File: src/logic/rstc_cfg.svh
// Purpose: constants for the reset state controller
// Assumes: 8-bit ports and registers, 16-bit code addresses
// Notes: included by the package and by the top module
`ifndef RSTC_CFG_SVH
`define RSTC_CFG_SVH
`define RSTC_PORT_RST 8'hff
`define RSTC_PC_RST 16'h0000
`define RSTC_SP_RST 8'h07
`define RSTC_WDT_DIV 4'hc
`define RSTC_POR_BIT 1
`define RSTC_CLK_INT 1'b0
`define RSTC_DIV_RST 4'h0
`define RSTC_CAUSE_RST 8'h00
`endif

File: src/logic/rstc_pkg.sv
// Purpose: types for the reset state controller
// Assumes: rstc_cfg.svh supplies the numbers
// Notes: none
`include "rstc_cfg.svh"
package rstc_pkg;
    typedef enum logic [1:0] {
        RSTC_ST_HOLD = 2'b00,
        RSTC_ST_RUN = 2'b01
    } rstc_state_t;
    typedef logic [7:0] rstc_byte_t;
endpackage

File: src/logic/rstc_sync_if.sv
// Purpose: carries the combined reset between the two modules
// Assumes: one clock
// Notes: none
`timescale 1ns/1ps
interface rstc_sync_if;
    logic req_n;
    logic sys_rst_n;
    modport ctl (output req_n, input sys_rst_n);
    modport syn (input req_n, output sys_rst_n);
endinterface

File: src/logic/rstc_sync.sv
// Purpose: reset synchronizer for the combined reset, async assert and sync release
// Assumes: req_n is low while any source requests reset
// Notes: two-stage release chain
`timescale 1ns/1ps
module rstc_sync (
    // clock
    input wire logic ref_clk,
    // link
    rstc_sync_if.syn sif
);
    logic [1:0] chain_r;
    // -----------------------------
    // release chain
    // -----------------------------
    always_ff @(posedge ref_clk or negedge sif.req_n) begin
        if (!sif.req_n) begin
            chain_r <= 2'b00;
        end else begin
            chain_r <= {chain_r[0], 1'b1};
        end
    end
    assign sif.sys_rst_n = chain_r[1];
endmodule

File: src/logic/rstc_top.sv
// Purpose: reset state controller for a small microcontroller
// Assumes: monitors give level requests, active while supply is bad
// Notes: RAM is outside and has no reset input;
//   the pin is sensed on the clock and ignored while we drive it;
//   start values sit in registers that every reset loads
//
// Behaviour
// - reset halts core, fixes pins, disables timers
// - registers take reset values, stack pointer too
// - data memory untouched by reset
// - port latches all ones, open-drain
// - weak pull-ups on during and after reset
// - supply or power-on reset drives pin low
// - leave reset: pc cleared, internal oscillator
// - watchdog on, clocked sysclk over twelve
// - first fetch from code address zero
// - power-on exit sets cause flag bit one
// - enabled and selected supply monitor drop holds reset
`timescale 1ns/1ps
`include "rstc_cfg.svh"
module rstc_top (
    // clock and reset
    input wire logic ref_clk,
    input wire logic rst_n,
    // reset requests
    input wire logic por_req,
    input wire logic vdd_low,
    input wire logic vdd_mon_en,
    input wire logic vdd_mon_sel,
    input wire logic other_req,
    // external reset pin, open drain
    input wire logic rst_pin_in,
    output logic rst_pin_out,
    output logic rst_pin_oe,
    // core control
    output logic core_halt,
    output logic core_rst_n,
    output logic [15:0] fetch_addr,
    output logic irq_timer_en,
    output logic clk_sel_ext,
    output rstc_pkg::rstc_byte_t sp_init,
    // port control
    output rstc_pkg::rstc_byte_t port_latch,
    output logic port_push_pull,
    output logic weak_pullup_en,
    // watchdog
    output logic wdt_en,
    output logic wdt_tick,
    // cause
    output rstc_pkg::rstc_byte_t reset_cause_register
);
    import rstc_pkg::*;
    // -----------------------------
    // local signals
    // -----------------------------
    // combined reset carried to the release chain
    rstc_sync_if sif ();
    // request side
    logic supply_req;
    logic pin_drive;
    logic leaving;
    // state and cause
    rstc_state_t state_r, state_nxt;
    rstc_byte_t cause_r, cause_nxt;
    // watchdog divider
    logic [3:0] div_r, div_nxt;
    // raw domain memory
    logic por_seen_r, por_seen_nxt;
    logic pin_req_r, pin_req_nxt;
    // start values
    logic [15:0] pc_r, pc_nxt;
    rstc_byte_t sp_r, sp_nxt;
    rstc_byte_t latch_r, latch_nxt;
    logic clk_ext_r, clk_ext_nxt;
    // -----------------------------
    // request combining
    // -----------------------------
    // supply monitor counts only when enabled and selected
    assign supply_req = vdd_low & vdd_mon_en & vdd_mon_sel;
    // any request but the pin pulls the combined reset low at once; the pin one edge later
    assign sif.req_n = rst_n & ~por_req & ~supply_req & ~other_req
        & ~pin_req_r;
    // release chain: async assert, two-edge sync release
    rstc_sync u_sync (
        .ref_clk(ref_clk),
        .sif(sif)
    );
    // exit edge: still holding, release chain already high
    assign leaving = (state_r == RSTC_ST_HOLD) & sif.sys_rst_n;
    // -----------------------------
    // external reset pin
    // -----------------------------
    // low while a supply request lasts, and for power-on causes until the exit edge
    assign pin_drive = por_req | supply_req
        | (por_seen_r & (state_r == RSTC_ST_HOLD));
    // open drain: level fixed low, only the enable moves
    assign rst_pin_out = 1'b0;
    assign rst_pin_oe = pin_drive;
    // -----------------------------
    // raw domain
    // -----------------------------
    // pin sensed on the clock and only while released, so our own
    // drive and its release glitch never latch a reset
    always_comb begin
        por_seen_nxt = por_seen_r | por_req;
        pin_req_nxt = ~rst_pin_in & ~pin_drive;
        // flag handed over on the exit edge, then forgotten
        if (leaving) begin
            por_seen_nxt = 1'b0;
        end
    end
    // loaded only by the master reset: power-on flag set, pin request clear
    always_ff @(posedge ref_clk or negedge rst_n) begin
        if (!rst_n) begin
            por_seen_r <= 1'b1;
            pin_req_r <= 1'b0;
        end else begin
            por_seen_r <= por_seen_nxt;
            pin_req_r <= pin_req_nxt;
        end
    end
    // -----------------------------
    // state
    // -----------------------------
    // hold until the chain releases, then run
    always_comb begin
        state_nxt = state_r;
        cause_nxt = cause_r;
        unique case (state_r)
            RSTC_ST_HOLD: begin
                state_nxt = RSTC_ST_RUN;
                // power-on or master reset marks the cause, other resets leave it clear
                cause_nxt = `RSTC_CAUSE_RST;
                cause_nxt[`RSTC_POR_BIT] = por_seen_r;
            end
            RSTC_ST_RUN: begin
                // only the async reset leaves this state
                state_nxt = RSTC_ST_RUN;
            end
            default: begin
                state_nxt = RSTC_ST_HOLD;
            end
        endcase
    end
    // reset values while the combined reset is low
    always_ff @(posedge ref_clk or negedge sif.sys_rst_n) begin
        if (!sif.sys_rst_n) begin
            state_r <= RSTC_ST_HOLD;
            cause_r <= `RSTC_CAUSE_RST;
        end else begin
            state_r <= state_nxt;
            cause_r <= cause_nxt;
        end
    end
    // -----------------------------
    // watchdog divider
    // -----------------------------
    // twelve-cycle count from the exit edge on
    always_comb begin
        div_nxt = `RSTC_DIV_RST;
        if (state_r == RSTC_ST_RUN && div_r != `RSTC_WDT_DIV - 4'h1) begin
            div_nxt = div_r + 4'h1;
        end
    end
    // divider idle while held
    always_ff @(posedge ref_clk or negedge sif.sys_rst_n) begin
        if (!sif.sys_rst_n) begin
            div_r <= `RSTC_DIV_RST;
        end else begin
            div_r <= div_nxt;
        end
    end
    // -----------------------------
    // start values
    // -----------------------------
    // no writer here, so each keeps its reset value
    always_comb begin
        pc_nxt = `RSTC_PC_RST;
        sp_nxt = `RSTC_SP_RST;
        latch_nxt = `RSTC_PORT_RST;
        clk_ext_nxt = `RSTC_CLK_INT;
    end
    // loaded by every reset, stack pointer included
    always_ff @(posedge ref_clk or negedge sif.sys_rst_n) begin
        if (!sif.sys_rst_n) begin
            pc_r <= `RSTC_PC_RST;
            sp_r <= `RSTC_SP_RST;
            latch_r <= `RSTC_PORT_RST;
            clk_ext_r <= `RSTC_CLK_INT;
        end else begin
            pc_r <= pc_nxt;
            sp_r <= sp_nxt;
            latch_r <= latch_nxt;
            clk_ext_r <= clk_ext_nxt;
        end
    end
    // -----------------------------
    // outputs
    // -----------------------------
    // core halted, timers off while held; memory has no tie here
    assign core_halt = (state_r == RSTC_ST_HOLD);
    assign core_rst_n = sif.sys_rst_n;
    assign irq_timer_en = (state_r == RSTC_ST_RUN);
    // start values from their registers
    assign fetch_addr = pc_r;
    assign clk_sel_ext = clk_ext_r;
    assign sp_init = sp_r;
    // ports: all ones, open drain, pull-ups always on
    assign port_latch = latch_r;
    assign port_push_pull = 1'b0;
    assign weak_pullup_en = 1'b1;
    // watchdog runs from the exit edge
    assign wdt_en = (state_r == RSTC_ST_RUN);
    assign wdt_tick = (state_r == RSTC_ST_RUN)
        && (div_r == `RSTC_WDT_DIV - 4'h1);
    // cause flag read by software
    assign reset_cause_register = cause_r;
endmodule

File: config.mk
export PLATFORM = sky130hd
export DESIGN_NAME = rstc_top
export DESIGN_NICKNAME = d
export VERILOG_FILES = /design/src/logic/rstc_pkg.sv /design/src/logic/rstc_sync_if.sv /design/src/logic/rstc_sync.sv /design/src/logic/rstc_top.sv
export VERILOG_INCLUDE_DIRS = /design/src /design/src/logic
export SDC_FILE = /design/constraint.sdc
export NUM_CORES = 1
export LEC_CHECK = 0
export ABC_AREA = 1
export CAP_MARGIN = 20
export CORE_UTILIZATION = 40
export DETAILED_ROUTE_END_ITERATION = 8
export DONT_BUFFER_PORTS = 1
export PLACE_DENSITY_LB_ADDON = 0.2
export SETUP_SLACK_MARGIN = 0.15
export SYNTH_ARGS = -nofsm -noshare
export SYNTH_HDL_FRONTEND = slang
export SYNTH_HIERARCHICAL = 1
export SYNTH_SLANG_ARGS = --single-unit
export TNS_END_PERCENT = 50
File: constraint.sdc
create_clock -name ref_clk -period 1.24 [get_ports ref_clk]
set_input_delay 0.372 -clock ref_clk [delete_from_list [all_inputs] [get_ports ref_clk]]
set_output_delay 0.372 -clock ref_clk [all_outputs]
set_load 0.05 [all_outputs]
== Yosys cells after proc, flatten, opt, wreduce, memory -nomap -nowiden ==
Index checks and enable logic that the tools add are counted.

* Output and inout bits: 50
* Input port bits: 8
* Register bits after elaboration: 11
* Word-level logic and storage cells: 35

* Add/subtract/negate cells: 1
* Eq/ne operators: 3
* Bitwise operators: 18
* Mux-type cells: 3
* Reduce and logical (&&, ||, !) cells: 4

{| class="wikitable"
|+ Operators with widths
! kind !! number
|-
| $and A1 B1 Y1 || 9
|-
| $not A1 Y1 || 6
|-
| $add A4 B1 Y4 const B || 1
|-
| $eq A4 B4 Y1 const B || 1
|-
| $mux W4 || 1
|-
| $ne A4 B4 Y1 const B || 1
|-
| $or A1 B1 Y1 || 3
|-
| $eq A2 B1 Y1 const B || 1
|-
| $logic_and A1 B1 Y1 || 2
|-
| $logic_not A2 Y1 || 1
|-
| $mux W1 || 2
|-
| $reduce_or A2 Y1 || 1
|}

== Longest topological paths before layout ==
Gate-level depths: netlist (run 1).

* Depth after elaboration: 6
* Mapped depth: 4
* Mapped depth without buffers: 4

== Cells and area by module ==
The synthesis (run 1) kept the hierarchy.

{| class="wikitable"
|+ Modules (own cells, without submodules)
! module !! area each (µm²) !! instances !! cells an instance !! sequential area each (µm²)
|-
| rstc_top || 699.4 || 1 || 86 || 201.4
|-
| rstc_sync || 53.8 || 1 || 3 || 50.0
|}

== Worst setup path before layout (run 1) ==
Ideal clock, no wire load.

* Path type: register -> output
* From: register state_r[0]
* To: output port wdt_tick
* Path buffers: 0
* Cell stages (with the launch flop): 3
* Arrival time: 1.671 ns
* Data required time: 0.868 ns
* Path slack: -0.803 ns
* Cells stage by stage: dfrtp_1 -> inv_2 -> nor2_1

* Cells in the longest elaborated chain, start to end: 2

{| class="wikitable"
|+ Ends and longest elaborated chain
! item !! RTL line !! text
|-
| start, declared || rstc_top.sv:63 || <nowiki>rstc_state_t state_r, state_nxt;</nowiki>
|-
| start signal, assigned || rstc_top.sv:151 || <nowiki>state_r <= state_nxt;</nowiki>
|-
| $eq A2 B1 Y1 || rstc_top.sv:214 || <nowiki>assign wdt_tick = (state_r == RSTC_ST_RUN)</nowiki>
|-
| $logic_and A1 B1 Y1 || rstc_top.sv:214 ||
|-
| end, declared || rstc_top.sv:48 || <nowiki>output logic wdt_tick,</nowiki>
|}

Every way passes these cells.

== Worst setup path after layout (run 1) ==
* From: register div_r[1]
* To: output port wdt_tick

* Cells in the longest elaborated chain, start to end: 2

{| class="wikitable"
|+ Ends and longest elaborated chain
! item !! RTL line !! text
|-
| start, declared || rstc_top.sv:66 || <nowiki>logic [3:0] div_r, div_nxt;</nowiki>
|-
| start signal, assigned || rstc_top.sv:168 || <nowiki>div_r <= `RSTC_DIV_RST;</nowiki>
|-
| start signal, assigned || rstc_top.sv:170 || <nowiki>div_r <= div_nxt;</nowiki>
|-
| $eq A4 B4 Y1 || rstc_top.sv:215 || <nowiki>&& (div_r == `RSTC_WDT_DIV - 4'h1);</nowiki>
|-
| $logic_and A1 B1 Y1 || rstc_top.sv:214 ||
|}

Every way passes these cells.

==> results of run 1 <==
==> cell usage in the layout (no fill, tap or decap), drive strengths merged <==
cell and instances:
dfstp 1, nand2 10, nand4 1, dfrtp 9
a21oi 2, clkbuf 4, dlygate4sd3 1, nand3 4
conb 45, buf 13, ha 1, inv 6
nor2 8
==> per-stage QoR <==
stage                     instance area, um2  setup TNS, ns
final                                    846         -0.885
after global placement                   731        -0.0325
after detailed placement                 731        -0.0401
after floorplan                          945         -0.178
after global routing                     846          -1.04
after CTS                                811         -0.915
==> timing repair <==
item                                    in CTS  in global routing
pin swaps                                    1                  5
endpoints found under the setup margin      11                 10
endpoints found under the hold margin        4                  0
gates resized for setup                      6                  4
hold buffers                                 1                  0
setup buffers                                3                  2
==> kinds of logic after synthesis <==
group,synth area share
and+or+nand+nor,0.148
other,0.0149
DFF,0.334
buffers and inverters,0.468
adders and majority gates,0.0166
AOI/OAI and AO/OA,0.0183
==> metal layers <==
| layer | global-route usage | vias up | routed length (um) | part of all wire |
|---|---|---|---|---|
| li1 | - | 211 | - | - |
| met1 | 0.111 | 222 | 344 | 0.32 |
| met2 | 0.191 | 31 | 605 | 0.57 |
| met3 | 0.0397 | 4 | 88 | 0.083 |
| met4 | 0.0727 | 0 | 25 | 0.023 |
| met5 | 0 | - | 0 | 0 |
==> power breakdown <==
group	leakage, uW	switching, uW	internal (uW)	total (uW)
Combinational	0.000312	368	64.5	433
Sequential	0.000124	30.0	351	381
Clock	0.0000150	111	124	236
Total	0.000451	510	540	1050
==> critical path: cells and delay by family, from the launching register on <==
kind	cells	cell delay, ns
buf+inv	1	0.14
flops	1	0.35
simple gates	2	0.19
fa+ha+maj	1	0.21
==> worst max path at each step <==
stage          startpoint  slack [ns]  cells past startpoint    endpoint
3_3_place_gp     div_r[0]       -0.03                      4    wdt_tick
2_1_floorplan  state_r[0]       -0.09                      3  rst_pin_oe
5_1_grt          div_r[1]       -0.32                      4    wdt_tick
3_5_place_dp     div_r[0]       -0.04                      4    wdt_tick
4_1_cts          div_r[0]       -0.28                      4    wdt_tick
6_report         div_r[1]       -0.27                      4    wdt_tick
==> state kept, by name, indices dropped and copies added, names as in the netlist <==
| register | count |
|---|---|
| u_sync/chain_r | 2 |
| state_r | 1 |
| div_r | 4 |
| pin_req_r | 1 |
| reset_cause_register | 1 |
| por_seen_r | 1 |
==> area by class of cell <==
| class | instances | area, um2 | share of cell area |
|---|---|---|---|
| clock buffers | 4 | 26.3 | 0.0311 |
| inverters | 6 | 30.0 | 0.0355 |
| multi-input cells | 71 | 342 | 0.404 |
| flip-flops and latches | 10 | 256 | 0.303 |
| well taps | 25 | 31.3 | 0.0370 |
| repair buffers | 14 | 160 | 0.189 |
==> out/results.ini, run 1 <==
[grt]
grt_pass1_vias=371
grt_overflow=0
grt_max_degree=9
antenna_found_initial=0
track_usage=0.111
grt_pass1_wl_um=1540

[cells_and_area]
stdcell_count=130
utilization=0.485
fill_cells=171
diodes=0
drive_gt1_frac=0.276
nNetsFinal=115
syn2layout_area_growth_pct=12.3

[setup_path]
critPathKind=flip-flop to output pin
cp_cell_sequence=ha_2, nand3_4, nor2_4, buf_12
rr_startpoint=div_r[1]
slowest_stage=dfrtp_1
start_kind=flip-flop
reg2reg_depth=5
crit_path_max_incr_delay_ns=0.35
r2r_slack_ns=0.21
endpoint_kind=output pin
reg2reg_to=div_r[0]
cp.required_ns=0.87
worst-path-max-fanout=2
arrival_ns=1.14

[die]
core_area_um2=1750
die_w_um=45.4
dieArea_um2=2060
initial_utilization=0.432
die_y_um=45.4
rows=15
boundaryPins=58

[yosys]
async_flop_share=1.00
netlist_top_cells_count=44 x buf_4, 9 x dfrtp_1, 8 x nand2_1, 7 x nor2_1, 5 x inv_1
synthesis.area_um2=753
synthFlopType=dfrtp_1
synth_top_area_share=0.439
avgSynthCellArea_um2=8.46
synth_edf_count=0
synth_area_leaders=buf_4 44%, dfrtp_1 30%, nand2_1 4.0%
synthesis.instances=89
synth.most_common_cell=buf_4
yosysWarningCount=6
ys_seq_elements=10
post-synth-top-area-cell=buf_4
synth.distinct_cells=16
yosysSeqAreaShare=0.334

[sta]
rsz0062_at_grt=yes
finalSetupViolations=5
hold_viol_final=0
max_freq_ghz=0.661
slew_violations=0
finalWorstSetupSlack_ns=-0.272
whs_ns=0.0355
clock-skew-final_ns=0.00912
min_period_ns=1.51
post-route-period-util=1.22

[power]
power_uw=1050
ir_worst_vdd_uv=668
power_leakage_uw=0.000451
p_per_area_nw_per_um2=1240

[route]
drt-total-wl_um=1060
viasPerCell=3.60
drt-initial-drc-count=4
drc=0
antenna_left=0
vias=468
wl_per_cell_um=8.18
dr.pass1.iters=2

[clock_network]
cts_sinks=10
cts-htree-levels=1
path_clk_slew_ns=0.07
cts_tree=done
numCtsBuffers=3
root_buffer=clkbuf_4
clk_path_buf_depth=2
clk_latency_ns=0.27

[placement]
placed_cells=120
routabilityCongestion=0.767
port_buffers=0
hpwl_um=793
post-place-ws_ns=-0.0401

[worst_hold_path]
hold_class=input pin to asynchronous set/reset pin

[outcome]
status=finished, violations left
violations=setup timing

[run]
drv_cap=0

Power figures use the tool's default switching activity.
==> inputs of run 2 (changes only) <==
--- a/config.mk
+++ b/config.mk
@@ -7,10 +7,10 @@
 export NUM_CORES = 1
 export LEC_CHECK = 0
 export ABC_AREA = 1
+export BUFFER_PORTS_ARGS = -buffer_cell sky130_fd_sc_hd__buf_2
 export CAP_MARGIN = 20
-export CORE_UTILIZATION = 40
+export CORE_UTILIZATION = 39
 export DETAILED_ROUTE_END_ITERATION = 8
-export DONT_BUFFER_PORTS = 1
 export PLACE_DENSITY_LB_ADDON = 0.2
 export SETUP_SLACK_MARGIN = 0.15
 export SYNTH_ARGS = -nofsm -noshare
==> run 2 against run 1 <==
Compared with the run above:
- the flow still finishes with violations (setup timing)
- sequential power down 4%
- clock-buffer cell count unchanged
- clock skew down 0.0053 ns
- first-iteration DRC count rose to 3.0 times the previous value
- combinational power up 14%
- routed wire length up 5.4%
- largest power group unchanged
==> out/results.ini, run 2 (synthesis results as in run 1) <==
[outcome]
status=finished, violations left  ; unchanged
violations=setup timing  ; unchanged

[die]
rows=15  ; unchanged
boundaryPins=58  ; unchanged
dieArea_um2=2110  ; was 2060 um2
die_y_um=45.9  ; was 45.4 um
core_area_um2=1760  ; was 1750 um2
initial_utilization=0.427  ; was 0.432
die_w_um=45.9  ; was 45.4 um

[setup_path]
worst-path-max-fanout=2  ; unchanged
critPathBufInv=1  ; unchanged
slowest_stage=dfrtp_1  ; unchanged
crit_path_max_incr_delay_ns=0.35  ; about the same
r2r_slack_ns=0.18  ; was 0.21 ns
reg2reg_depth=6  ; was 5
reg2reg_to=div_r[2]  ; was div_r[0]
cp_top_family=flip-flops  ; unchanged
rr_startpoint=div_r[1]  ; unchanged
endpoint_kind=output pin  ; unchanged
critPathKind=flip-flop to output pin  ; unchanged
start_kind=flip-flop  ; unchanged
cp_cell_sequence=ha_2, nand3_2, nor2_4, buf_8  ; was ha_2, nand3_4, nor2_4, buf_12
arrival_ns=1.16  ; was 1.14 ns
cp.required_ns=0.87  ; about the same

[sta]
rsz0062_at_grt=yes  ; unchanged
clock-skew-final_ns=0.00384  ; was 0.00912 ns
finalSetupViolations=5  ; unchanged
post-route-period-util=1.24  ; was 1.22
max_freq_ghz=0.653  ; was 0.661 GHz
min_period_ns=1.53  ; was 1.51 ns
slew_violations=0  ; unchanged
hold_viol_final=0  ; unchanged
finalSetupTns_ns=-1.14  ; was -0.885 ns
finalWorstSetupSlack_ns=-0.292  ; was -0.272 ns

[clock_network]
path_clk_slew_ns=0.06  ; was 0.07 ns
clk_latency_ns=0.27  ; about the same
cts_tree=done  ; unchanged
root_buffer=clkbuf_4  ; unchanged
cts-htree-levels=1  ; unchanged
numCtsBuffers=3  ; unchanged
clk_path_buf_depth=2  ; unchanged
cts_sinks=10  ; unchanged

[worst_hold_path]
hold_class=input pin to asynchronous set/reset pin  ; unchanged

[cells_and_area]
utilization=0.546  ; was 0.485
layout_commonest_cell=conb_1  ; unchanged
largest_register_ffs=4  ; unchanged
reg.largest.list=div_r (4), u_sync/chain_r (2)  ; unchanged
stdcell_count=146  ; was 130
largest_register=div_r  ; unchanged
nNetsFinal=131  ; was 115
fill_cells=162  ; was 171
multi_input_area_um2=332  ; was 342 um2
layout_common_cells=45 x conb_1, 11 x buf_4, 8 x dfrtp_1  ; was 45 x conb_1, 8 x nand2_1, 7 x dfrtp_1, 7 x buf_4, 6 x nor2_1
area.sequential_um2=255  ; was 256 um2
drive_gt1_frac=0.380  ; was 0.276
syn2layout_area_growth_pct=27.9  ; was 12.3%
diodes=0  ; unchanged

[placement]
routabilityCongestion=0.687  ; was 0.767
placed_cells=135  ; was 120
hpwl_um=808  ; was 793 um
port_buffers=14  ; was 0

[route]
dr.pass1.iters=4  ; was 2
drt-total-wl_um=1120  ; was 1060 um
antenna_left=0  ; unchanged
viasPerCell=3.51  ; was 3.60
wl_per_cell_um=7.68  ; was 8.18 um
drc=0  ; unchanged
drt-initial-drc-count=12  ; was 4
vias=512  ; was 468

[grt]
antenna_found_initial=0  ; unchanged
grt_pass1_wl_um=1680  ; was 1540 um
grt_max_degree=8  ; was 9
grt_pass1_vias=411  ; was 371
grt_overflow=0  ; unchanged
track_usage=0.125  ; was 0.111

[power]
seqPwrFrac=0.319  ; was 0.363
pwr-share-comb=0.428  ; was 0.412
clkPwrFrac=0.253  ; was 0.225
power_uw=1150  ; was 1050 uW
p_per_area_nw_per_um2=1190  ; was 1240 nW/um2
p_switching_uw=519  ; was 510 uW
power_leakage_uw=0.000535  ; was 0.000451 uW
ir_worst_vdd_uv=750  ; was 668 uV
switching_share=0.451  ; was 0.486
power.internal_uw=631  ; was 540 uW

[run]
drv_cap=0  ; unchanged

[run 2: cell count changes in the layout (fill, tap and decap cells not counted), sizes merged]
cell	previous run	this run
buf	13	29
[run 2: area by class of cell]
| cell class | count | area share |
|---|---|---|
| timing repair buffer | 30 | 0.290 |
| multi-input combinational | 71 | 0.344 |
| sequential | 10 | 0.265 |
| clock buffer | 4 | 0.0377 |
| inverter | 6 | 0.0312 |
| tap | 25 | 0.0325 |
[run 2: worst max path at each step]
stage                     startpoint          to  slack (ns)  depth (start not counted)
final                       div_r[1]    wdt_tick       -0.29                          4
after global routing        div_r[1]    wdt_tick       -0.35                          4
after CTS                   div_r[0]    wdt_tick       -0.30                          4
after detailed placement    div_r[1]    wdt_tick       -0.13                          4
after global placement      div_r[1]    wdt_tick       -0.12                          4
after floorplan           state_r[0]  rst_pin_oe       -0.09                          3
[run 2: worst reg2reg max path: stages, from the launching register on]
cell     delay (ns)
dfrtp_1        0.38
ha_2           0.20
buf_4          0.13
buf_6          0.11
inv_2          0.04
nand2_2        0.04
a21oi_2        0.09
[run 2: timing repair]
item,in CTS,in global routing
buffers inserted,4,2
pin swaps,2,3
hold endpoints to repair,1,0
endpoints found under the setup margin,7,9
resized for setup,19,5
hold buffers,1,0
[run 2: power by group through the flow]
stage	logic [uW]	registers, uW	clock network, uW
floorplan	455	400	0
global placement	439	370	0
CTS	480	366	304
global route	520	369	329
detailed placement	441	370	0
finish	492	367	290
[run 2: metal layers]
layer,vias to the layer above,GRT usage,wire length [um],share of wire
li1,242,-,-,-
met1,233,0.117,369,0.33
met2,35,0.203,610,0.54
met3,2,0.0714,109,0.097
met4,0,0.0882,31,0.028
met5,-,0,0,0
[run 2: stage by stage]
stage | area, um2 | worst slack [ns] | hold WS, ns
floorplan | 945 | -0.0912 | 0.0764
global placement | 796 | -0.116 | 0.156
detailed placement | 796 | -0.132 | 0.158
CTS | 935 | -0.299 | 0.161
global route | 963 | -0.349 | 0.212
finish | 963 | -0.292 | 0.181
